### src/rtl/adc_conv_pkg.sv
package adc_conv_pkg;
   ////////////////////////////////////////////////////////////////////////
   // register byte offsets
   localparam logic [11:0] OFS_STATUS = 12'h000;
   localparam logic [11:0] OFS_CLOCK  = 12'h004;
   localparam logic [11:0] OFS_RES_HI = 12'h008;
   localparam logic [11:0] OFS_RES_LO = 12'h00c;
   ////////////////////////////////////////////////////////////////////////
   // field positions and widths
   localparam int BIT_COMPLETE   = 7;
   localparam int BIT_CLK_SRC    = 0;
   localparam int BIT_MODE8      = 1;
   localparam int BIT_LONG_SMP   = 4;
   localparam int BIT_ASYNC_EN   = 7;
   localparam int CHAN_W         = 5;
   localparam int RES_W          = 10;
   ////////////////////////////////////////////////////////////////////////
   // channel codes
   localparam logic [4:0] CHAN_PORT_B_BIT_ZERO    = 5'h04;
   localparam logic [4:0] CHAN_PORT_B_BIT_ONE    = 5'h05;
   localparam logic [4:0] CHAN_BANDGAP = 5'h1e;
   localparam logic [4:0] CHAN_OFF     = 5'h1f;
   ////////////////////////////////////////////////////////////////////////
   // reset values and timing counts
   localparam logic [4:0] RST_CHAN        = CHAN_OFF;
   localparam logic [3:0] SHORT_SAMPLE    = 4'h3;
   localparam logic [3:0] LONG_SAMPLE     = 4'hf;
   localparam logic [3:0] TOP_BIT_10      = 4'h9;
   localparam logic [3:0] TOP_BIT_8       = 4'h7;
   localparam logic [2:0] ASYNC_DIV_LAST  = 3'h4;
   ////////////////////////////////////////////////////////////////////////
   typedef enum logic [1:0] {
      ST_IDLE    = 2'b00,
      ST_SAMPLE  = 2'b01,
      ST_CONVERT = 2'b10
   } sar_state_t;
endpackage

### src/rtl/adc_conversion_control.sv
`timescale 1ns/10ps
`default_nettype none
module adc_conversion_control
   import adc_conv_pkg::*;
(
   // system
   input  wire logic              CLK,
   input  wire logic              ARST_N,
   input  wire logic              CE,
   // apb slave
   input  wire logic              PSEL,
   input  wire logic              PENABLE,
   input  wire logic              PWRITE,
   input  wire logic [11:0]       PADDR,
   input  wire logic [31:0]       PWDATA,
   output logic [31:0]            PRDATA,
   output logic                   PREADY,
   output logic                   PSLVERR,
   // power state
   input  wire logic              STOP_MODE,
   // analog front end
   input  wire logic              COMP_IN,
   output logic [RES_W-1:0]       DAC_CODE,
   output logic                   SAMPLE_HOLD,
   output logic [CHAN_W-1:0]      CHAN_MUX,
   output logic                   BANDGAP_EN,
   output logic [1:0]             PTB_ANALOG,
   output logic                   CONV_BUSY,
   // port b digital path
   input  wire logic [1:0]        PORT_B_IN,
   output logic [1:0]             PORT_B_DIGITAL
);
   ////////////////////////////////////////////////////////////////////////
   // registers
   logic              pready_reg;
   logic [CHAN_W-1:0] chan_reg;
   logic              complete_reg;
   logic              complete_next;
   logic              clk_src_reg;
   logic              mode8_reg;
   logic              long_reg;
   logic              async_en_reg;
   logic [2:0]        div_reg;
   logic [2:0]        div_next;

   ////////////////////////////////////////////////////////////////////////
   // bus decode
   logic        acc_setup;
   logic        acc_done;
   logic        hit_status;
   logic        hit_clock;
   logic        hit_res_hi;
   logic        hit_res_lo;
   logic        mapped;
   logic        wr_status;
   logic        wr_clock;
   logic        rd_res_lo;
   logic [31:0] status_rd;
   logic [31:0] clock_rd;
   logic [31:0] res_hi_rd;
   logic [31:0] res_lo_rd;
   logic [31:0] rd_value;

   assign acc_setup  = PSEL & PENABLE & ~pready_reg;
   assign acc_done   = PSEL & PENABLE & pready_reg;
   assign hit_status = PADDR == OFS_STATUS;
   assign hit_clock  = PADDR == OFS_CLOCK;
   assign hit_res_hi = PADDR == OFS_RES_HI;
   assign hit_res_lo = PADDR == OFS_RES_LO;
   assign mapped     = hit_status | hit_clock | hit_res_hi | hit_res_lo;
   assign wr_status  = acc_done & PWRITE & hit_status;
   assign wr_clock   = acc_done & PWRITE & hit_clock;
   assign rd_res_lo  = acc_done & ~PWRITE & hit_res_lo;

   logic [RES_W-1:0] result;
   logic             done;
   logic             busy;

   assign status_rd = {24'h0, complete_reg, 2'b00, chan_reg};
   assign clock_rd  = {24'h0, async_en_reg, 2'b00, long_reg, 2'b00, mode8_reg, clk_src_reg};
   assign res_hi_rd = {30'h0, result[RES_W-1:8]};
   assign res_lo_rd = {24'h0, result[7:0]};
   assign rd_value  = hit_status ? status_rd :
                      hit_clock  ? clock_rd  :
                      hit_res_hi ? res_hi_rd :
                      hit_res_lo ? res_lo_rd : 32'h0;

   // one wait state: data and ready are set together, commit on next edge
   always_ff @(posedge CLK or negedge ARST_N) begin
      if (!ARST_N) begin
         pready_reg <= 1'b0;
         PREADY     <= 1'b0;
         PRDATA     <= 32'h0;
         PSLVERR    <= 1'b0;
      end else if (CE) begin
         pready_reg <= acc_setup;
         PREADY     <= acc_setup;
         PSLVERR    <= acc_setup & ~mapped;
         if (acc_setup) begin
            PRDATA <= PWRITE ? 32'h0 : rd_value;
         end
      end
   end

   ////////////////////////////////////////////////////////////////////////
   // control and status
   logic start_conv;
   logic stop_conv;

   assign start_conv    = wr_status & (PWDATA[CHAN_W-1:0] != CHAN_OFF);
   assign stop_conv     = wr_status & (PWDATA[CHAN_W-1:0] == CHAN_OFF);
   // a finishing conversion beats a clear in the same cycle
   assign complete_next = done ? 1'b1 : ((wr_status | rd_res_lo) ? 1'b0 : complete_reg);

   always_ff @(posedge CLK or negedge ARST_N) begin
      if (!ARST_N) begin
         chan_reg     <= RST_CHAN;
         complete_reg <= 1'b0;
         clk_src_reg  <= 1'b0;
         mode8_reg    <= 1'b0;
         long_reg     <= 1'b0;
         async_en_reg <= 1'b0;
      end else if (CE) begin
         complete_reg <= complete_next;
         if (wr_status) begin
            chan_reg <= PWDATA[CHAN_W-1:0];
         end
         if (wr_clock) begin
            clk_src_reg  <= PWDATA[BIT_CLK_SRC];
            mode8_reg    <= PWDATA[BIT_MODE8];
            long_reg     <= PWDATA[BIT_LONG_SMP];
            async_en_reg <= PWDATA[BIT_ASYNC_EN];
         end
      end
   end

   ////////////////////////////////////////////////////////////////////////
   // conversion clock selection
   logic use_async;
   logic osc_run;
   logic async_tick;
   logic tick;

   assign use_async  = clk_src_reg | async_en_reg;
   // the oscillator only survives stop when explicitly enabled
   assign osc_run    = use_async & (~STOP_MODE | async_en_reg);
   assign async_tick = osc_run & (div_reg == ASYNC_DIV_LAST);
   // bus x4 stops with the core clocks in stop mode
   assign tick       = use_async ? async_tick : ~STOP_MODE;
   assign div_next   = (!osc_run || async_tick) ? 3'h0 : div_reg + 3'h1;

   always_ff @(posedge CLK or negedge ARST_N) begin
      if (!ARST_N) begin
         div_reg <= 3'h0;
      end else if (CE) begin
         div_reg <= div_next;
      end
   end

   sar_engine u_sar (
      .clk         (CLK),
      .arst_n      (ARST_N),
      .ce          (CE),
      .tick        (tick),
      .start       (start_conv),
      .abort       (stop_conv),
      .long_sample (long_reg),
      .mode8       (mode8_reg),
      .comp_in     (COMP_IN),
      .dac_code    (DAC_CODE),
      .sampling    (SAMPLE_HOLD),
      .busy        (busy),
      .done        (done),
      .result      (result)
   );

   ////////////////////////////////////////////////////////////////////////
   // analog mux and port b
   logic [1:0] ptb_sel;

   assign ptb_sel = {chan_reg == CHAN_PORT_B_BIT_ONE, chan_reg == CHAN_PORT_B_BIT_ZERO};

   always_ff @(posedge CLK or negedge ARST_N) begin
      if (!ARST_N) begin
         CHAN_MUX       <= RST_CHAN;
         BANDGAP_EN     <= 1'b0;
         PTB_ANALOG     <= 2'b00;
         CONV_BUSY      <= 1'b0;
         PORT_B_DIGITAL <= 2'b00;
      end else if (CE) begin
         CHAN_MUX       <= chan_reg;
         BANDGAP_EN     <= chan_reg == CHAN_BANDGAP;
         PTB_ANALOG     <= ptb_sel;
         CONV_BUSY      <= busy;
         // digital path never gated by analog selection
         PORT_B_DIGITAL <= PORT_B_IN;
      end
   end

   ////////////////////////////////////////////////////////////////////////
   // checks
   res_hi_read_a: assert property (@(posedge CLK) disable iff (!ARST_N)
      (CE && acc_setup && !PWRITE && hit_res_hi && !done)
      |=> (PRDATA == {30'h0, result[RES_W-1:8]}))
      else $error("high result read wrong");

   bus_clk_tick_a: assert property (@(posedge CLK) disable iff (!ARST_N)
      (!use_async && !STOP_MODE) |-> tick)
      else $error("bus x4 clock not used");

   async_src_a: assert property (@(posedge CLK) disable iff (!ARST_N)
      async_en_reg |-> (tick == async_tick))
      else $error("async enable does not select async source");

   stop_run_a: assert property (@(posedge CLK) disable iff (!ARST_N)
      (CE && STOP_MODE && async_en_reg && busy) |-> ##[0:5] tick)
      else $error("conversion clock stalled in stop mode");

   stop_halt_a: assert property (@(posedge CLK) disable iff (!ARST_N)
      (STOP_MODE && !async_en_reg) |-> !tick)
      else $error("conversion clocked in stop without async enable");

   chan_mux_a: assert property (@(posedge CLK) disable iff (!ARST_N)
      (CE && wr_status) ##1 CE |=> (CHAN_MUX == $past(PWDATA[CHAN_W-1:0], 2)))
      else $error("channel mux not following channel select");

   ptb_map_a: assert property (@(posedge CLK) disable iff (!ARST_N)
      PTB_ANALOG == {CHAN_MUX == CHAN_PORT_B_BIT_ONE, CHAN_MUX == CHAN_PORT_B_BIT_ZERO})
      else $error("port b analog taps mismatch channel");

   dig_path_a: assert property (@(posedge CLK) disable iff (!ARST_N)
      (CE && PTB_ANALOG != 2'b00) |=> (PORT_B_DIGITAL == $past(PORT_B_IN)))
      else $error("digital path lost under analog selection");

   done_flag_a: assert property (@(posedge CLK) disable iff (!ARST_N)
      (CE && done) |=> complete_reg)
      else $error("completion flag not set");

   cov_stop_conv_c: cover property (@(posedge CLK) disable iff (!ARST_N)
      done && STOP_MODE && async_en_reg);
   cov_bandgap_c: cover property (@(posedge CLK) disable iff (!ARST_N)
      done && BANDGAP_EN);
endmodule
`default_nettype wire

### src/rtl/sar_engine.sv
`timescale 1ns/10ps
`default_nettype none
module sar_engine
   import adc_conv_pkg::*;
(
   // system
   input  wire logic             clk,
   input  wire logic             arst_n,
   input  wire logic             ce,
   input  wire logic             tick,
   // control
   input  wire logic             start,
   input  wire logic             abort,
   input  wire logic             long_sample,
   input  wire logic             mode8,
   // analog
   input  wire logic             comp_in,
   output logic [RES_W-1:0]      dac_code,
   output logic                  sampling,
   // status
   output logic                  busy,
   output logic                  done,
   output logic [RES_W-1:0]      result
);
   sar_state_t       state_reg;
   logic [3:0]       cnt_reg;
   logic [3:0]       bit_reg;
   logic             mode8_reg;
   logic [RES_W-1:0] bit_mask;
   logic [RES_W-1:0] trial_kept;
   logic [3:0]       top_bit;

   assign bit_mask   = RES_W'(1) << bit_reg;
   // comparator high: input above trial level, keep the bit
   assign trial_kept = comp_in ? dac_code : (dac_code & ~bit_mask);
   assign top_bit    = mode8_reg ? TOP_BIT_8 : TOP_BIT_10;

   always_ff @(posedge clk or negedge arst_n) begin
      if (!arst_n) begin
         state_reg <= ST_IDLE;
         cnt_reg   <= 4'h0;
         bit_reg   <= 4'h0;
         mode8_reg <= 1'b0;
         dac_code  <= '0;
         sampling  <= 1'b0;
         busy      <= 1'b0;
         done      <= 1'b0;
         result    <= '0;
      end else if (ce) begin
         done <= 1'b0;
         if (start) begin
            // a new start restarts any conversion in flight
            state_reg <= ST_SAMPLE;
            cnt_reg   <= long_sample ? LONG_SAMPLE : SHORT_SAMPLE;
            mode8_reg <= mode8;
            sampling  <= 1'b1;
            busy      <= 1'b1;
         end else if (abort) begin
            state_reg <= ST_IDLE;
            sampling  <= 1'b0;
            busy      <= 1'b0;
         end else if (tick) begin
            case (state_reg)
               ST_SAMPLE: begin
                  if (cnt_reg == 4'h0) begin
                     state_reg <= ST_CONVERT;
                     sampling  <= 1'b0;
                     bit_reg   <= top_bit;
                     dac_code  <= RES_W'(1) << top_bit;
                  end else begin
                     cnt_reg <= cnt_reg - 4'h1;
                  end
               end
               ST_CONVERT: begin
                  if (bit_reg == 4'h0) begin
                     result    <= trial_kept;
                     done      <= 1'b1;
                     busy      <= 1'b0;
                     state_reg <= ST_IDLE;
                  end else begin
                     dac_code <= trial_kept | (bit_mask >> 1);
                     bit_reg  <= bit_reg - 4'h1;
                  end
               end
               ST_IDLE: begin
                  busy <= 1'b0;
               end
               default: begin
                  state_reg <= ST_IDLE;
               end
            endcase
         end
      end
   end

   ////////////////////////////////////////////////////////////////////////
   top_bit_mode_a: assert property (@(posedge clk) disable iff (!arst_n)
      (ce && state_reg == ST_SAMPLE && tick && cnt_reg == 4'h0 && !start && !abort)
      |=> (bit_reg == ($past(mode8_reg) ? TOP_BIT_8 : TOP_BIT_10)))
      else $error("first trial bit does not match resolution");

   sample_len_a: assert property (@(posedge clk) disable iff (!arst_n)
      (ce && start) |=> (cnt_reg == ($past(long_sample) ? LONG_SAMPLE : SHORT_SAMPLE)))
      else $error("sample count not loaded from long sample select");

   eight_bit_res_a: assert property (@(posedge clk) disable iff (!arst_n)
      (done && mode8_reg) |-> (result[RES_W-1:8] == 2'b00))
      else $error("8-bit result has upper bits set");

   cov_conv10_c: cover property (@(posedge clk) disable iff (!arst_n) done && !mode8_reg);
   cov_conv8_c:  cover property (@(posedge clk) disable iff (!arst_n) done && mode8_reg);
endmodule
`default_nettype wire

### config.mk
export PLATFORM = sky130hd
export DESIGN_NAME = adc_conversion_control
export DESIGN_NICKNAME = d
export VERILOG_FILES = /design/src/rtl/adc_conv_pkg.sv /design/src/rtl/adc_conversion_control.sv /design/src/rtl/sar_engine.sv
export SDC_FILE = /design/constraint.sdc
export NUM_CORES = 1
export LEC_CHECK = 0
export BUFFER_PORTS_ARGS = -buffer_cell sky130_fd_sc_hd__buf_4
export CAP_MARGIN = 20
export CORE_MARGIN = 2
export CORE_UTILIZATION = 55
export DETAILED_ROUTE_END_ITERATION = 16
export PLACE_DENSITY = 0.89
export REMOVE_ABC_BUFFERS = 1
export SYNTH_ARGS = -nofsm -noshare
export SYNTH_HDL_FRONTEND = slang
export SYNTH_SLANG_ARGS = --single-unit
### constraint.sdc
create_clock -name CLK -period 4.21 [get_ports CLK]
set_clock_uncertainty 0.2 [all_clocks]
set_input_delay 0.6315 -clock CLK [delete_from_list [all_inputs] [get_ports CLK]]
set_output_delay 0.6315 -clock CLK [all_outputs]
set_load 0.01 [all_outputs]
==> flow_metrics.tcl <==
set metrics [dict create \
    vias 2833 \
    antenna_found_initial 0 \
    core_area_um2 6390 \
    finalWorstSetupSlack_ns 1.53 \
    root_buffer "clkbuf_8" \
    utilization_pct 65.7 \
    cts_resized 0 \
    setup_tns_ns 0 \
    grt_max_degree 69 \
    seq_area_frac_synth_pct 47.2 \
    routedWlPerCell_um 16.3 \
    max_freq_mhz 373 \
    r2r-end "u_sar.dac_code[7]" \
    largestRegisters "u_sar.dac_code: 10 flops, u_sar.result: 10 flops, PRDATA: 8 flops" \
    start_kind "flop" \
    cts_buffer_depth 2 \
    dp.cells 469 \
    synth_seq_cells 68 \
    post-place-ws_ns 1.33 \
    firstDrtPassIters 4 \
    p_clk_share_pct 41.8 \
    ctsHoldBuffers 0 \
    viasPerCell 5.84 \
    yosysWarnings 0 \
    finalWirelength_um 7900 \
    port_buffers 59 \
    crit_path_end_kind "flop" \
    finalNonFillerCells 485 \
    synth_cells 347 \
    fin_crit_sh_pct 63.7 \
    pwr-share-comb_pct 5.9 \
    outcome "finished, final reports clean" \
    cts-htree-levels 3 \
    routabilityCongestion 0.846 \
    cp-startpoint "u_sar.state_reg[0]" \
    max-slew-margin-rel_pct 38.0 \
    layout-drive-gt1-share_pct 29.7 \
    chipHeight_um 85.3 \
    crit_type "flop to flop" \
    hpwl_um 5650 \
    switchingPower_uw 305 \
    drt_iter0_drc 189 \
    num_io_pins 110 \
    synth-edff-count 0 \
    ant_nets 0 \
    post-route-min-period_ns 2.68 \
    placementRows 29 \
    clk_latency_ns 0.34 \
    p_int_uw 958 \
    grt_pass1_vias 2703 \
    n_antenna_cell 0 \
    post_synth.cell_area_avg_um2 10.5 \
    hold_class "input port to asynchronous set/reset pin" \
    clk_pin_slew_ns 0.07 \
    syn_area_um2 3630 \
    cts_tree "built" \
    ys.flop_type "dfrtp_1" \
    reg2reg_slack_ns 1.53 \
    final_area_um2 4200 \
    drv_cap 0 \
    grt_pass1_wl_um 12800 \
    die_area_um2 7270 \
    track_usage_pct 22.5 \
    finalSetupViolations 0 \
    place_area_um2 4000 \
    power-per-cell-area_nw_per_um2 301 \
    crit_arrival_ns 2.76 \
    die-width_um 85.3 \
    rr_startpoint "u_sar.state_reg[0]" \
    final_hold_viol_count 0 \
    cts_setup_buffers 0 \
    p_leak_nw 2.02 \
    total_power_mw 1.26 \
    holdWs_ns 0.152 \
    synthArstFlopShare_pct 100 \
    worst_slew_pin_slew_ns 0.918 \
    cts_buffers 9 \
    nNetsFinal 468 \
    area_growth_pct 15.5 \
    grt-ovfl-total 0 \
    cp-endpoint "u_sar.dac_code[7]" \
    drc 0 \
    cts.sink_count 68 \
    swShare_pct 24.1 \
    start_util_pct 56.9 \
    peakVddDrop_v 0.000231 \
    pwr-share-seq_pct 52.3 \
    reg2reg_depth 7 \
    crit_required_ns 4.29 \
    path_max_fanout 28 \
    yosysUniqueCellTypes 48 \
    rsz0062_at_grt "false" \
    final_max_slew_viol_count 0 \
]
## metal layers
layer | vias up | GRT usage, % | wire length, µm
met5 | - | 0 | 0
met4 | 0 | 10.2 | 178
met3 | 13 | 4.47 | 571
met2 | 131 | 37.3 | 3950
met1 | 1378 | 28.6 | 3200
li1 | 1311 | - | -
## power groups by stage
stage               Combinational, mW  Clock [mW]  Sequential, mW
CTS                            0.0747       0.532           0.660
finish                         0.0749       0.528           0.660
detailed placement             0.0744           0           0.672
global route                   0.0830       0.562           0.660
global placement               0.0727           0           0.672
floorplan                      0.0240           0           0.674
## placed cells by master, fill, tap and decap left out, types with 2 or more instances in the layout
cell type   netlist  final
nand3b_1          2      2
a22o_1            2      2
and2_1            4      4
o21ai_0          16     16
nor4_1            6      5
o22a_1            3      3
nor2b_1           2      2
o22ai_1           2      2
a21o_1            3      3
and3_1            6      6
buf_4            25     60
nand3_1           8      8
nor2_1           12     12
a221o_1           6      6
clkinvlp_4        0      4
dfrtp_1          58     58
conb_1            1     24
inv_1            20     20
clkbuf_8          0      9
nand2b_1          4      4
mux2_2           30     30
ha_1             11     11
a22oi_1           3      3
dfstp_2          10     10
nand4_1           3      3
nor4bb_1          3      3
nor3_1           11     11
o2111ai_1         2      2
nor3b_1           4      4
a21oi_1          16     16
o2bb2ai_1         3      3
nand2_1          31     31
nor3b_2           2      2
a21boi_0          8      8
mux2i_1           5      5
## how the worst min path moves through the flow
stage,startpoint,to,slack (ns),depth (start not counted)
global route,ARST_N,u_sar.dac_code[3],0.24,1
floorplan,ARST_N,BANDGAP_EN,0.14,0
finish,ARST_N,u_sar.dac_code[3],0.15,1
CTS,ARST_N,u_sar.bit_reg[1],0.21,1
detailed placement,PRDATA[0],PRDATA[0],0.26,2
global placement,PRDATA[1],PRDATA[1],0.26,2
## worst max-delay path: stages, from the launching register on
cell and delay, ns:
dfrtp_1 0.38, inv_1 0.08, ha_1 0.44, nor4bb_1 0.24, nand2b_1 0.17, or4_4 0.59, nor3b_2 0.35, a221o_1 0.15
## area by class of cell
class / count / area (µm²)
well taps: 77 / 96.3
clock buffers: 10 / 128
clock inverters: 6 / 65.1
inverters: 20 / 75.1
repair buffers: 60 / 450
multi-input cells: 244 / 1670
flip-flops and latches: 68 / 1710
fillers: 455 / 2190
## cell usage after synthesis (6+ instances only)
cell,n,share of area [%]
nor3_1,11,1.5
nor4_1,6,1.0
nor2_1,12,1.2
o21ai_0,16,2.2
nand2_1,31,3.2
ha_1,11,3.8
nand3_1,8,1.1
and3_1,6,1.0
dfstp_2,10,7.2
mux2_2,30,9.3
dfrtp_1,58,40
a21boi_0,8,1.7
a221o_1,6,1.7
clkbuf_1,7,0.72
inv_1,20,2.1
buf_4,25,5.2
a21oi_1,16,2.2
## cells by family after synthesis
family / count (synthesis) / synth area share (%)
fa+ha+maj: 11 / 3.79
compound gates: 72 / 13.5
simple gates: 102 / 15.2
other cells: 1 / 0.103
mux: 35 / 10.7
flops: 68 / 47.2
buf+inv: 58 / 9.47
Power figures use the tool's default switching activity.
